`src/dscgb_cfg.svh`:
```
// Purpose: Constants of the deep-sleep clock gate bank.
// Assumes: 32-bit AXI4-Lite register window, 12-bit byte address.
// Notes: Gate registers share one bit layout; reserved bits read zero.
// Overview of operation
// - Each writable bit enables one unit's clock.
// - One clocks the unit, zero stops it.
// - Access to an unclocked unit gives fault.
// - All gating bits reset to zero.
// - Run, sleep, deep-sleep registers share layout.
// - Low-power registers apply only with auto gating.
// - Bits 25, 24 gate comparators one, zero.
// - Bits 19 to 16 gate timers three..zero.
// - Bits 14,12,5,4,1,0 gate serial units.
// - Reserved bits read zero, software preserves them.
`ifndef DSCGB_CFG_SVH
`define DSCGB_CFG_SVH
`define DSCGB_OFF_RUN_GATE 12'h104
`define DSCGB_OFF_SLEEP_GATE 12'h114
`define DSCGB_OFF_DEEP_GATE 12'h124
`define DSCGB_OFF_RUN_CFG 12'h060
`define DSCGB_OFF_STATUS 12'h130
`define DSCGB_OFF_MASK 12'h134
`define DSCGB_GATE_WMASK 32'h030f5033
`define DSCGB_GATE_RESET 32'h00000000
`define DSCGB_AUTO_GATE_BIT 27
`define DSCGB_RUN_CFG_RESET 1'b0
`define DSCGB_NUM_UNITS 12
`define DSCGB_BIT_CMP_ONE 25
`define DSCGB_BIT_CMP_ZERO 24
`define DSCGB_BIT_TMR_ZERO 16
`define DSCGB_BIT_TWI1 14
`define DSCGB_BIT_TWI0 12
`define DSCGB_BIT_SSER1 5
`define DSCGB_BIT_SSER0 4
`define DSCGB_BIT_ASER1 1
`define DSCGB_BIT_ASER0 0
`define DSCGB_RESP_OKAY 2'h0
`define DSCGB_RESP_SLVERR 2'h2
`endif

```
`src/dscgb_pkg.sv`:
```
// Purpose: Types of the deep-sleep clock gate bank.
// Assumes: Constants come from dscgb_cfg.svh.
// Notes: State codes are one-hot.
`include "dscgb_cfg.svh"
package dscgb_pkg;
    typedef logic [31:0] dscgb_word_t;
    typedef logic [11:0] dscgb_addr_t;
    typedef logic [`DSCGB_NUM_UNITS-1:0] dscgb_units_t;
    typedef enum logic [1:0] {
        DSCGB_W_IDLE = 2'b01,
        DSCGB_W_RESP = 2'b10
    } dscgb_wst_e;
    typedef enum logic [1:0] {
        DSCGB_R_IDLE = 2'b01,
        DSCGB_R_DATA = 2'b10
    } dscgb_rst_e;
    typedef enum logic [2:0] {
        DSCGB_M_RUN = 3'b001,
        DSCGB_M_SLEEP = 3'b010,
        DSCGB_M_DEEP = 3'b100
    } dscgb_mode_e;
endpackage

```
`src/dscgb_unit_gate.sv`:
```
// Purpose: Clock enable and access fault detector for one unit.
// Assumes: access is a one-cycle strobe from the bus fabric.
// Notes: The fault uses the enable currently applied to the unit.
`timescale 1ns/1ps
module dscgb_unit_gate (
    input wire logic aclk,
    input wire logic aresetn,
    input wire logic gate_en,
    input wire logic access,
    output logic clk_en_q,
    output logic fault_q
);
    logic clk_en_d;
    logic fault_d;

    always_comb begin
        clk_en_d = gate_en;
        fault_d = access & ~clk_en_q;
    end

    always_ff @(posedge aclk) begin
        if (!aresetn) begin
            clk_en_q <= 1'b0;
            fault_q <= 1'b0;
        end else begin
            clk_en_q <= clk_en_d;
            fault_q <= fault_d;
        end
    end
endmodule // dscgb_unit_gate

```
`src/deep_sleep_clock_gate_bank.sv`:
```
// Purpose: Run, sleep and deep-sleep clock gate registers over AXI4-Lite.
// Assumes: sleep and deep_sleep are levels synchronous to aclk.
// Notes: Unit order is comparators, timers, two-wire, sync, async serial.
//
// Decided for this implementation: the AXI4-Lite slave port.
`timescale 1ns/1ps
`include "dscgb_cfg.svh"
module deep_sleep_clock_gate_bank #(
    parameter int NUM_UNITS = `DSCGB_NUM_UNITS
) (
    input wire logic aclk,
    input wire logic aresetn,
    input wire dscgb_pkg::dscgb_addr_t s_axi_awaddr,
    input wire logic s_axi_awvalid,
    output logic s_axi_awready,
    input wire dscgb_pkg::dscgb_word_t s_axi_wdata,
    input wire logic [3:0] s_axi_wstrb,
    input wire logic s_axi_wvalid,
    output logic s_axi_wready,
    output logic [1:0] s_axi_bresp,
    output logic s_axi_bvalid,
    input wire logic s_axi_bready,
    input wire dscgb_pkg::dscgb_addr_t s_axi_araddr,
    input wire logic s_axi_arvalid,
    output logic s_axi_arready,
    output dscgb_pkg::dscgb_word_t s_axi_rdata,
    output logic [1:0] s_axi_rresp,
    output logic s_axi_rvalid,
    input wire logic s_axi_rready,
    input wire logic sleep,
    input wire logic deep_sleep,
    input wire logic [NUM_UNITS-1:0] unit_access,
    output logic [NUM_UNITS-1:0] unit_clk_en,
    output logic [NUM_UNITS-1:0] unit_fault,
    output logic irq
);
    import dscgb_pkg::*;

    // Register bit that gates unit number idx.
    function automatic int unit_bit(input int idx);
        case (idx)
            0: unit_bit = `DSCGB_BIT_CMP_ONE;
            1: unit_bit = `DSCGB_BIT_CMP_ZERO;
            2: unit_bit = `DSCGB_BIT_TMR_ZERO + 3;
            3: unit_bit = `DSCGB_BIT_TMR_ZERO + 2;
            4: unit_bit = `DSCGB_BIT_TMR_ZERO + 1;
            5: unit_bit = `DSCGB_BIT_TMR_ZERO;
            6: unit_bit = `DSCGB_BIT_TWI1;
            7: unit_bit = `DSCGB_BIT_TWI0;
            8: unit_bit = `DSCGB_BIT_SSER1;
            9: unit_bit = `DSCGB_BIT_SSER0;
            10: unit_bit = `DSCGB_BIT_ASER1;
            default: unit_bit = `DSCGB_BIT_ASER0;
        endcase
    endfunction

    // One-hot select: run, sleep, deep, run cfg, status, mask.
    function automatic logic [5:0] reg_sel(input dscgb_addr_t a);
        case (a)
            `DSCGB_OFF_RUN_GATE: reg_sel = 6'h01;
            `DSCGB_OFF_SLEEP_GATE: reg_sel = 6'h02;
            `DSCGB_OFF_DEEP_GATE: reg_sel = 6'h04;
            `DSCGB_OFF_RUN_CFG: reg_sel = 6'h08;
            `DSCGB_OFF_STATUS: reg_sel = 6'h10;
            `DSCGB_OFF_MASK: reg_sel = 6'h20;
            default: reg_sel = 6'h00;
        endcase
    endfunction

    // Byte-lane merge limited to the writable gate bits.
    function automatic dscgb_word_t merge(input dscgb_word_t old,
                                          input dscgb_word_t data,
                                          input logic [3:0] strb);
        dscgb_word_t lanes;
        lanes = {{8{strb[3]}}, {8{strb[2]}}, {8{strb[1]}}, {8{strb[0]}}};
        lanes = lanes & `DSCGB_GATE_WMASK;
        merge = (old & ~lanes) | (data & lanes);
    endfunction

    dscgb_word_t run_gate_q, run_gate_d;
    dscgb_word_t sleep_gate_q, sleep_gate_d;
    dscgb_word_t deep_gate_q, deep_gate_d;
    dscgb_word_t status_q, status_d;
    dscgb_word_t mask_q, mask_d;
    logic auto_gate_q, auto_gate_d;
    dscgb_wst_e wst_q, wst_d;
    dscgb_rst_e rst_q, rst_d;
    logic aw_have_q, aw_have_d;
    logic w_have_q, w_have_d;
    dscgb_addr_t waddr_q, waddr_d;
    dscgb_word_t wdata_q, wdata_d;
    logic [3:0] wstrb_q, wstrb_d;
    logic awready_q, awready_d;
    logic wready_q, wready_d;
    logic bvalid_q, bvalid_d;
    logic [1:0] bresp_q, bresp_d;
    logic arready_q, arready_d;
    logic rvalid_q, rvalid_d;
    logic [1:0] rresp_q, rresp_d;
    dscgb_word_t rdata_q, rdata_d;
    logic irq_q, irq_d;
    dscgb_mode_e mode;
    dscgb_word_t eff_gate;
    dscgb_word_t fault_word;
    logic [5:0] wsel;
    logic [5:0] rsel;
    logic do_write;
    logic [NUM_UNITS-1:0] fault_vec;

    // Power mode and the gate word that applies in it.
    // Deep sleep takes precedence when both mode inputs are high.
    // Without auto gating every mode keeps the run gates applied.
    always_comb begin
        if (deep_sleep) begin
            mode = DSCGB_M_DEEP;
        end else if (sleep) begin
            mode = DSCGB_M_SLEEP;
        end else begin
            mode = DSCGB_M_RUN;
        end
        case (mode)
            DSCGB_M_RUN: eff_gate = run_gate_q;
            DSCGB_M_SLEEP: eff_gate = auto_gate_q ? sleep_gate_q
                                                  : run_gate_q;
            DSCGB_M_DEEP: eff_gate = auto_gate_q ? deep_gate_q
                                                 : run_gate_q;
            default: eff_gate = run_gate_q;
        endcase
    end

    // Each unit registers its own enable, so the applied gate lags a
    // register or mode change by one clock; faults use that value.
    genvar g;
    generate
        for (g = 0; g < NUM_UNITS; g++) begin : g_unit
            dscgb_unit_gate u_gate (
                .aclk(aclk),
                .aresetn(aresetn),
                .gate_en(eff_gate[unit_bit(g)]),
                .access(unit_access[g]),
                .clk_en_q(unit_clk_en[g]),
                .fault_q(fault_vec[g])
            );
        end
    endgenerate

    // Fault pulses go back onto the register layout, so the status
    // register shares the bit positions of the gate registers.
    always_comb begin
        fault_word = '0;
        for (int i = 0; i < NUM_UNITS; i++) begin
            fault_word[unit_bit(i)] = fault_vec[i];
        end
    end

    // Write channel: address and data taken in either order.
    always_comb begin
        wst_d = wst_q;
        aw_have_d = aw_have_q;
        w_have_d = w_have_q;
        waddr_d = waddr_q;
        wdata_d = wdata_q;
        wstrb_d = wstrb_q;
        bvalid_d = bvalid_q;
        bresp_d = bresp_q;
        do_write = 1'b0;
        wsel = reg_sel(waddr_q);
        case (wst_q)
            DSCGB_W_IDLE: begin
                if (s_axi_awvalid && awready_q) begin
                    aw_have_d = 1'b1;
                    waddr_d = s_axi_awaddr;
                end
                if (s_axi_wvalid && wready_q) begin
                    w_have_d = 1'b1;
                    wdata_d = s_axi_wdata;
                    wstrb_d = s_axi_wstrb;
                end
                // An unmapped address changes nothing and gets an error.
                if (aw_have_q && w_have_q) begin
                    do_write = 1'b1;
                    aw_have_d = 1'b0;
                    w_have_d = 1'b0;
                    bvalid_d = 1'b1;
                    bresp_d = (wsel == 6'h00) ? `DSCGB_RESP_SLVERR
                                              : `DSCGB_RESP_OKAY;
                    wst_d = DSCGB_W_RESP;
                end
            end
            DSCGB_W_RESP: begin
                if (s_axi_bready) begin
                    bvalid_d = 1'b0;
                    wst_d = DSCGB_W_IDLE;
                end
            end
            default: begin
                wst_d = DSCGB_W_IDLE;
                bvalid_d = 1'b0;
            end
        endcase
        // Both readies stay low from the take until the response is
        // accepted, so at most one write is ever under way.
        awready_d = (wst_d == DSCGB_W_IDLE) && !aw_have_d && !do_write;
        wready_d = (wst_d == DSCGB_W_IDLE) && !w_have_d && !do_write;
    end

    // Register file; hardware fault events win over a clearing write.
    always_comb begin
        run_gate_d = run_gate_q;
        sleep_gate_d = sleep_gate_q;
        deep_gate_d = deep_gate_q;
        auto_gate_d = auto_gate_q;
        mask_d = mask_q;
        status_d = status_q;
        if (do_write) begin
            if (wsel[0]) begin
                run_gate_d = merge(run_gate_q, wdata_q, wstrb_q);
            end
            if (wsel[1]) begin
                sleep_gate_d = merge(sleep_gate_q, wdata_q, wstrb_q);
            end
            if (wsel[2]) begin
                deep_gate_d = merge(deep_gate_q, wdata_q, wstrb_q);
            end
            if (wsel[3] && wstrb_q[`DSCGB_AUTO_GATE_BIT/8]) begin
                auto_gate_d = wdata_q[`DSCGB_AUTO_GATE_BIT];
            end
            if (wsel[4]) begin
                status_d = status_q & ~merge('0, wdata_q, wstrb_q);
            end
            if (wsel[5]) begin
                mask_d = merge(mask_q, wdata_q, wstrb_q);
            end
        end
        // A fault in the same cycle as a clearing write keeps its bit,
        // so no event is lost to a write aimed at an older one.
        status_d = status_d | fault_word;
        // The interrupt follows registered status and mask, a clock late.
        irq_d = |(status_q & mask_q);
    end

    // Read channel: data one cycle after the address is taken.
    always_comb begin
        rst_d = rst_q;
        rvalid_d = rvalid_q;
        rresp_d = rresp_q;
        rdata_d = rdata_q;
        rsel = reg_sel(s_axi_araddr);
        case (rst_q)
            DSCGB_R_IDLE: begin
                if (s_axi_arvalid && arready_q) begin
                    rvalid_d = 1'b1;
                    rresp_d = (rsel == 6'h00) ? `DSCGB_RESP_SLVERR
                                              : `DSCGB_RESP_OKAY;
                    rdata_d = '0;
                    case (rsel)
                        6'h01: rdata_d = run_gate_q;
                        6'h02: rdata_d = sleep_gate_q;
                        6'h04: rdata_d = deep_gate_q;
                        6'h08: rdata_d[`DSCGB_AUTO_GATE_BIT] = auto_gate_q;
                        6'h10: rdata_d = status_q;
                        6'h20: rdata_d = mask_q;
                        default: rdata_d = '0;
                    endcase
                    rst_d = DSCGB_R_DATA;
                end
            end
            DSCGB_R_DATA: begin
                if (s_axi_rready) begin
                    rvalid_d = 1'b0;
                    rst_d = DSCGB_R_IDLE;
                end
            end
            default: begin
                rvalid_d = 1'b0;
                rst_d = DSCGB_R_IDLE;
            end
        endcase
        // A new address is accepted only once the data has been taken.
        arready_d = (rst_d == DSCGB_R_IDLE) && !(rst_q == DSCGB_R_IDLE &&
                    s_axi_arvalid && arready_q);
    end

    // All registers of the block outside the unit gates; reset leaves every unit unclocked.
    always_ff @(posedge aclk) begin
        if (!aresetn) begin
            run_gate_q <= `DSCGB_GATE_RESET;
            sleep_gate_q <= `DSCGB_GATE_RESET;
            deep_gate_q <= `DSCGB_GATE_RESET;
            auto_gate_q <= `DSCGB_RUN_CFG_RESET;
            status_q <= '0;
            mask_q <= '0;
            irq_q <= 1'b0;
            wst_q <= DSCGB_W_IDLE;
            rst_q <= DSCGB_R_IDLE;
            aw_have_q <= 1'b0;
            w_have_q <= 1'b0;
            waddr_q <= '0;
            wdata_q <= '0;
            wstrb_q <= '0;
            awready_q <= 1'b0;
            wready_q <= 1'b0;
            bvalid_q <= 1'b0;
            bresp_q <= `DSCGB_RESP_OKAY;
            arready_q <= 1'b0;
            rvalid_q <= 1'b0;
            rresp_q <= `DSCGB_RESP_OKAY;
            rdata_q <= '0;
        end else begin
            run_gate_q <= run_gate_d;
            sleep_gate_q <= sleep_gate_d;
            deep_gate_q <= deep_gate_d;
            auto_gate_q <= auto_gate_d;
            status_q <= status_d;
            mask_q <= mask_d;
            irq_q <= irq_d;
            wst_q <= wst_d;
            rst_q <= rst_d;
            aw_have_q <= aw_have_d;
            w_have_q <= w_have_d;
            waddr_q <= waddr_d;
            wdata_q <= wdata_d;
            wstrb_q <= wstrb_d;
            awready_q <= awready_d;
            wready_q <= wready_d;
            bvalid_q <= bvalid_d;
            bresp_q <= bresp_d;
            arready_q <= arready_d;
            rvalid_q <= rvalid_d;
            rresp_q <= rresp_d;
            rdata_q <= rdata_d;
        end
    end

    // Ports are driven straight from the registers above.
    assign s_axi_awready = awready_q;
    assign s_axi_wready = wready_q;
    assign s_axi_bvalid = bvalid_q;
    assign s_axi_bresp = bresp_q;
    assign s_axi_arready = arready_q;
    assign s_axi_rvalid = rvalid_q;
    assign s_axi_rresp = rresp_q;
    assign s_axi_rdata = rdata_q;
    assign unit_fault = fault_vec;
    assign irq = irq_q;
endmodule // deep_sleep_clock_gate_bank

```
`config.mk`:
```
export PLATFORM = sky130hd
export DESIGN_NAME = deep_sleep_clock_gate_bank
export DESIGN_NICKNAME = d
export VERILOG_FILES = /design/src/dscgb_pkg.sv /design/src/dscgb_unit_gate.sv /design/src/deep_sleep_clock_gate_bank.sv
export VERILOG_INCLUDE_DIRS = /design/src
export SDC_FILE = /design/constraint.sdc
export NUM_CORES = 1
export LEC_CHECK = 0
export ABC_AREA = 1
export BUFFER_PORTS_ARGS = -buffer_cell sky130_fd_sc_hd__buf_2
export CORE_ASPECT_RATIO = 0.75
export CORE_MARGIN = 10
export CORE_UTILIZATION = 55
export CTS_BUF_LIST = sky130_fd_sc_hd__clkbuf_4 sky130_fd_sc_hd__clkbuf_8 sky130_fd_sc_hd__clkbuf_16
export CTS_CLUSTER_SIZE = 30
export DETAILED_ROUTE_END_ITERATION = 10
export PLACE_DENSITY = 0.85
export SYNTH_ARGS = -nofsm -noshare
export SYNTH_HDL_FRONTEND = slang
export SYNTH_SLANG_ARGS = --single-unit
```
`constraint.sdc`:
```
create_clock -name aclk -period 2.05 [get_ports aclk]
set_clock_uncertainty 0.1 [all_clocks]
set_input_delay 0 -clock aclk [delete_from_list [all_inputs] [get_ports aclk]]
set_output_delay 0 -clock aclk [all_outputs]
set_load 0.05 [all_outputs]
```
* Yosys cells after proc, flatten, opt, wreduce, memory -nomap -nowiden
Index checks and enable logic that the tools add are counted.
** Storage, ports and cells
- Bits in registers :: 281
- Logic and storage cells :: 178
** Operators by class
- Equal/unequal tests :: 30
- Mux-type cells :: 34
- Bitwise operators :: 38
- Reductions and logical operators :: 30
** Operators by type and width (count)
- 32-bit bitwise AND :: 6
- 27-bit one-hot mux with 5 select lines :: 1
- 32-bit OR :: 4
- 12-bit by 9-bit equality test with 1-bit output, second input constant :: 10
- 6-bit one-hot mux with 6 select lines :: 2
- 32-bit two-way mux :: 2
- 26-bit two-way mux :: 2
- 26-bit one-hot mux with 2 select lines :: 1
- 32-bit by 26-bit bitwise AND with 32-bit output :: 1
- 26-bit inverter with 32-bit output :: 1
- 32-bit inverter :: 1
- 32-bit by 26-bit OR with 32-bit output :: 1
- 32-bit OR reduction :: 1
- 12-bit by 7-bit equality test with 1-bit output, second input constant :: 2
- 2-bit AND reduction :: 11
- 4-bit one-hot mux with 5 select lines :: 1
- 2-bit two-way mux :: 7
- 1-bit bitwise AND :: 12
- 1-bit logical AND :: 12
- 6-bit zero test :: 2
- 1-bit two-way mux :: 12
- 1-bit inverter :: 12
- 2-bit by 1-bit equality test with 1-bit output, second input constant :: 4
- 2-bit != test, second input constant :: 4
- 14 further kinds :: 20

* Logic depth before layout (Yosys ltp)
- Depth in word-level cells :: 7
- Gate-level depth with buffers :: 10
- Mapped depth without buffers :: 8

* Modules after synthesis
From an unflattened synthesis, not the netlist that was laid out.
** Second synthesis, totals
- Cells, all modules :: 944
- Area, all modules :: 6725.2 um^2
** Modules (own cells, without submodules)
- deep_sleep_clock_gate_bank :: times used 1, cells each 872, area each 6034.5 um^2
- dscgb_unit_gate :: times used 12, cells each 6, area each 57.6 um^2

* Worst setup path after synthesis
Ideal clock, no wire load.
- Path kind :: reg2reg
- From :: reg arready_q (netlist: s_axi_arready)
- To :: reg rdata_q[12] (netlist: s_axi_rdata[12])
- Arrival time :: 1484 ps
- Slack :: 396 ps
- Stages on the path, launching flop included :: 6
- Period minus slack after synthesis :: 1654 ps
- Cell sequence :: dfxtp_1 > nand3_1 > inv_1 > clkbuf_1 > o21ai_0 > a21oi_1
** Between the ends
- Word-level cells in the longest chain between the ends :: 2
** Ends and longest elaborated chain
- start: declaration :: RTL line deep_sleep_clock_gate_bank.sv:97 : logic arready_q, arready_d;
- start signal: assignment :: RTL line deep_sleep_clock_gate_bank.sv:328 : arready_q <= arready_d;
- 1-bit logical AND :: RTL line deep_sleep_clock_gate_bank.sv:251 : if (s_axi_arvalid && arready_q) begin
- 2-bit AND reduction (no line)
- end signal: assignment :: RTL line deep_sleep_clock_gate_bank.sv:331 : rdata_q <= rdata_d;
- end: declaration :: RTL line deep_sleep_clock_gate_bank.sv:100 : dscgb_word_t rdata_q, rdata_d;
No other way between the ends.
A chain may end at the register's enable or synchronous reset.

==> reports/metrics.cfg <==
[global_routing]
use_met3_pct=7.568
grt_usage_pct=24.37
grt.busiest_layer=met2
grt_pass1_vias=6796
grt_pass1_wl_um=34220
grt_overflow=0
met1_usage_pct=29.95
antenna_found_initial=1
grtUsageMet2_pct=39.34
grt_max_degree=41

[sta]
hold_slack_ns=0.03056
relSlewSlack_pct=60.99
final-setup-viol-count=0
tightest_slew_ns=0.5837
finalCritPeriodShare_pct=95.02
fin_crit_ns=1.948
drv_slew=0
timing.final.ws_setup_ns=0.1020
max_freq_mhz=513.4
rsz0062_at_grt=no
setup_tns_ns=0
finalHoldViolCount=0

[clock_network]
h-tree-depth=4
cts.sinks=141
numCtsBuffers=17
clockBufferDepth=2
clkTransAtPathRegs_ns=0.07
cts_tree=built
cts_root_buf=clkbuf_16
insertion_delay_ns=0.43

[place]
gp_congestion=0.9395
placed_area_um2=7325
place_ws_ns=0.2085
dp_hpwl_um=14600
port_buffers=106
post-place-cells=1195

[power]
ir_drop_uv=610.2
p_leak_nw=3.718
power_density_nw_per_um2=1012
fin_total_pwr_mw=8.590

[yosys]
ys.flop_type=dfxtp_1
synth_cells=977
synthArstFlopShare_pct=0
syn-cell-area_um2=6905
ys_seq_elements=141
avgSynthCellArea_um2=7.068
synth_edf_count=0
ys_seq_area_share_pct=40.88
synth_area_leaders=dfxtp_1 (41%), nand2_1 (12%), a21oi_1 (7.9%)
synthDistinctLibCells=33
yosysTopAreaCell=dfxtp_1
ys_warn_count=0
synth.top_cell.area_share_pct=40.88

[min_path]
min_path_cells=4
hold_class=in2reg
hp-start=s_axi_wvalid
min_to=wstrb_q[3]$_SDFFE_PN0P_

[floorplanning]
initial_core_util_pct=56.12
fp-row-count=35
die_y_um=117.0
die_width_um=149.4
die_area_um2=17480
core_area_um2=12310
num_io_pins=147

[drt]
routed_wirelength_um=21900
drt_iter0_markers=956
routed_via_density=5.697
dr.pass1.iters=6
routedWlPerCell_um=17.10
vias=7298
remaining_drc_errors=0
antenna_left=0

[job]
cap_violations=0

[setup_path]
critPathCaptureType=register
critPathMaxFanout=21
crit_type=reg2reg
rrSetupSlack_ns=0.10
r2r-start=wst_q[0]$_SDFF_PN1_
reg2reg_depth=6
start_kind=register
arrival_ns=2.14
cp.required_ns=2.25

[layout]
final_net_count=1186
final_cell_mix=nand2_1 (224), dfxtp_1 (141), a21oi_1 (109), buf_2 (106), inv_1 (87)
layout_commonest_cell=nand2_1
final_cells=1281
final_util_pct=69.01
fillers=946
drive_gt1_share_pct=18.40
design_area_um2=8492
area_delta_synth_final_pct=22.98

[outcome]
outcome=finished clean

-- Yosys cell counts (5+ instances only) --
master      n
a21oi_1   109
a21oi_2    18
a31oi_1    12
buf_2      13
buf_4      47
clkbuf_1   28
dfxtp_1   141
inv_1      88
nand2_1   224
nand3_1    81
nand4_1    28
nor2_1     75
nor2_2      5
nor2_4      7
nor3_1     10
o21ai_0    52
o31ai_1    10
-- timing repair --
action,in CTS,in global routing
endpoints found under the hold margin,64,1
resized for setup,0,1
endpoints found under the setup margin,0,1
buffers inserted,0,0
hold buffers,52,2
-- cell type report --
type | instances | area (um^2) | area share (%)
clock inverters | 13 | 187.7 | 2.210
flip-flops and latches | 141 | 2823 | 33.24
inverters | 93 | 349.1 | 4.111
diodes | 1 | 2.502 | 0.02947
well taps | 166 | 207.7 | 2.446
multi-input cells | 668 | 3238 | 38.13
repair buffers | 180 | 1244 | 14.65
clock buffers | 19 | 440.4 | 5.186
-- power breakdown --
group	leakage, nW	total [mW]	internal [mW]	switching [mW]
Clock	0.302	3.32	2.07	1.25
Combinational	2.27	1.96	0.569	1.39
Sequential	1.15	3.31	3.04	0.266
-- metal layers --
| metal | routed length, um | up-vias |
|---|---|---|
| met4 | 832 | 0 |
| met3 | 2648 | 99 |
| met5 | 0 | - |
| met1 | 8449 | 3316 |
| li1 | - | 3408 |
| met2 | 9968 | 475 |
-- how the worst max path moves through the flow --
| stage | end | from |
|---|---|---|
| after floorplan | s_axi_rdata[12]$_SDFFE_PN0P_ | s_axi_arready$_SDFF_PN0_ |
| after global placement | register | wst_q[0]$_SDFF_PN1_ |
| after detailed placement | register | wst_q[0]$_SDFF_PN1_ |
| after CTS | s_axi_rdata[27]$_SDFFE_PN0P_ | s_axi_araddr[8] |
| after global routing | register | wst_q[0]$_SDFF_PN1_ |
| final | register | wst_q[0]$_SDFF_PN1_ |
-- logic make-up after synthesis --
| group | count (synthesis) | synth area share, % |
|---|---|---|
| AND/OR/NAND/NOR | 440 | 28.52 |
| AO/OA/AOI/OAI | 203 | 16.38 |
| buffers and inverters | 188 | 13.44 |
| flip-flops | 141 | 40.88 |
| adder cells (fa/ha/maj) | 4 | 0.7248 |
| other | 1 | 0.05431 |
-- worst max-delay path, stage by stage, from the launching register on --
cell	delay, ns
dfxtp_1	0.37
ha_1	0.30
nand2_4	0.15
inv_2	0.33
nand4_1	0.33
nand2_1	0.16
a21oi_1	0.08
Note: power is estimated with default switching activity, not from simulation.
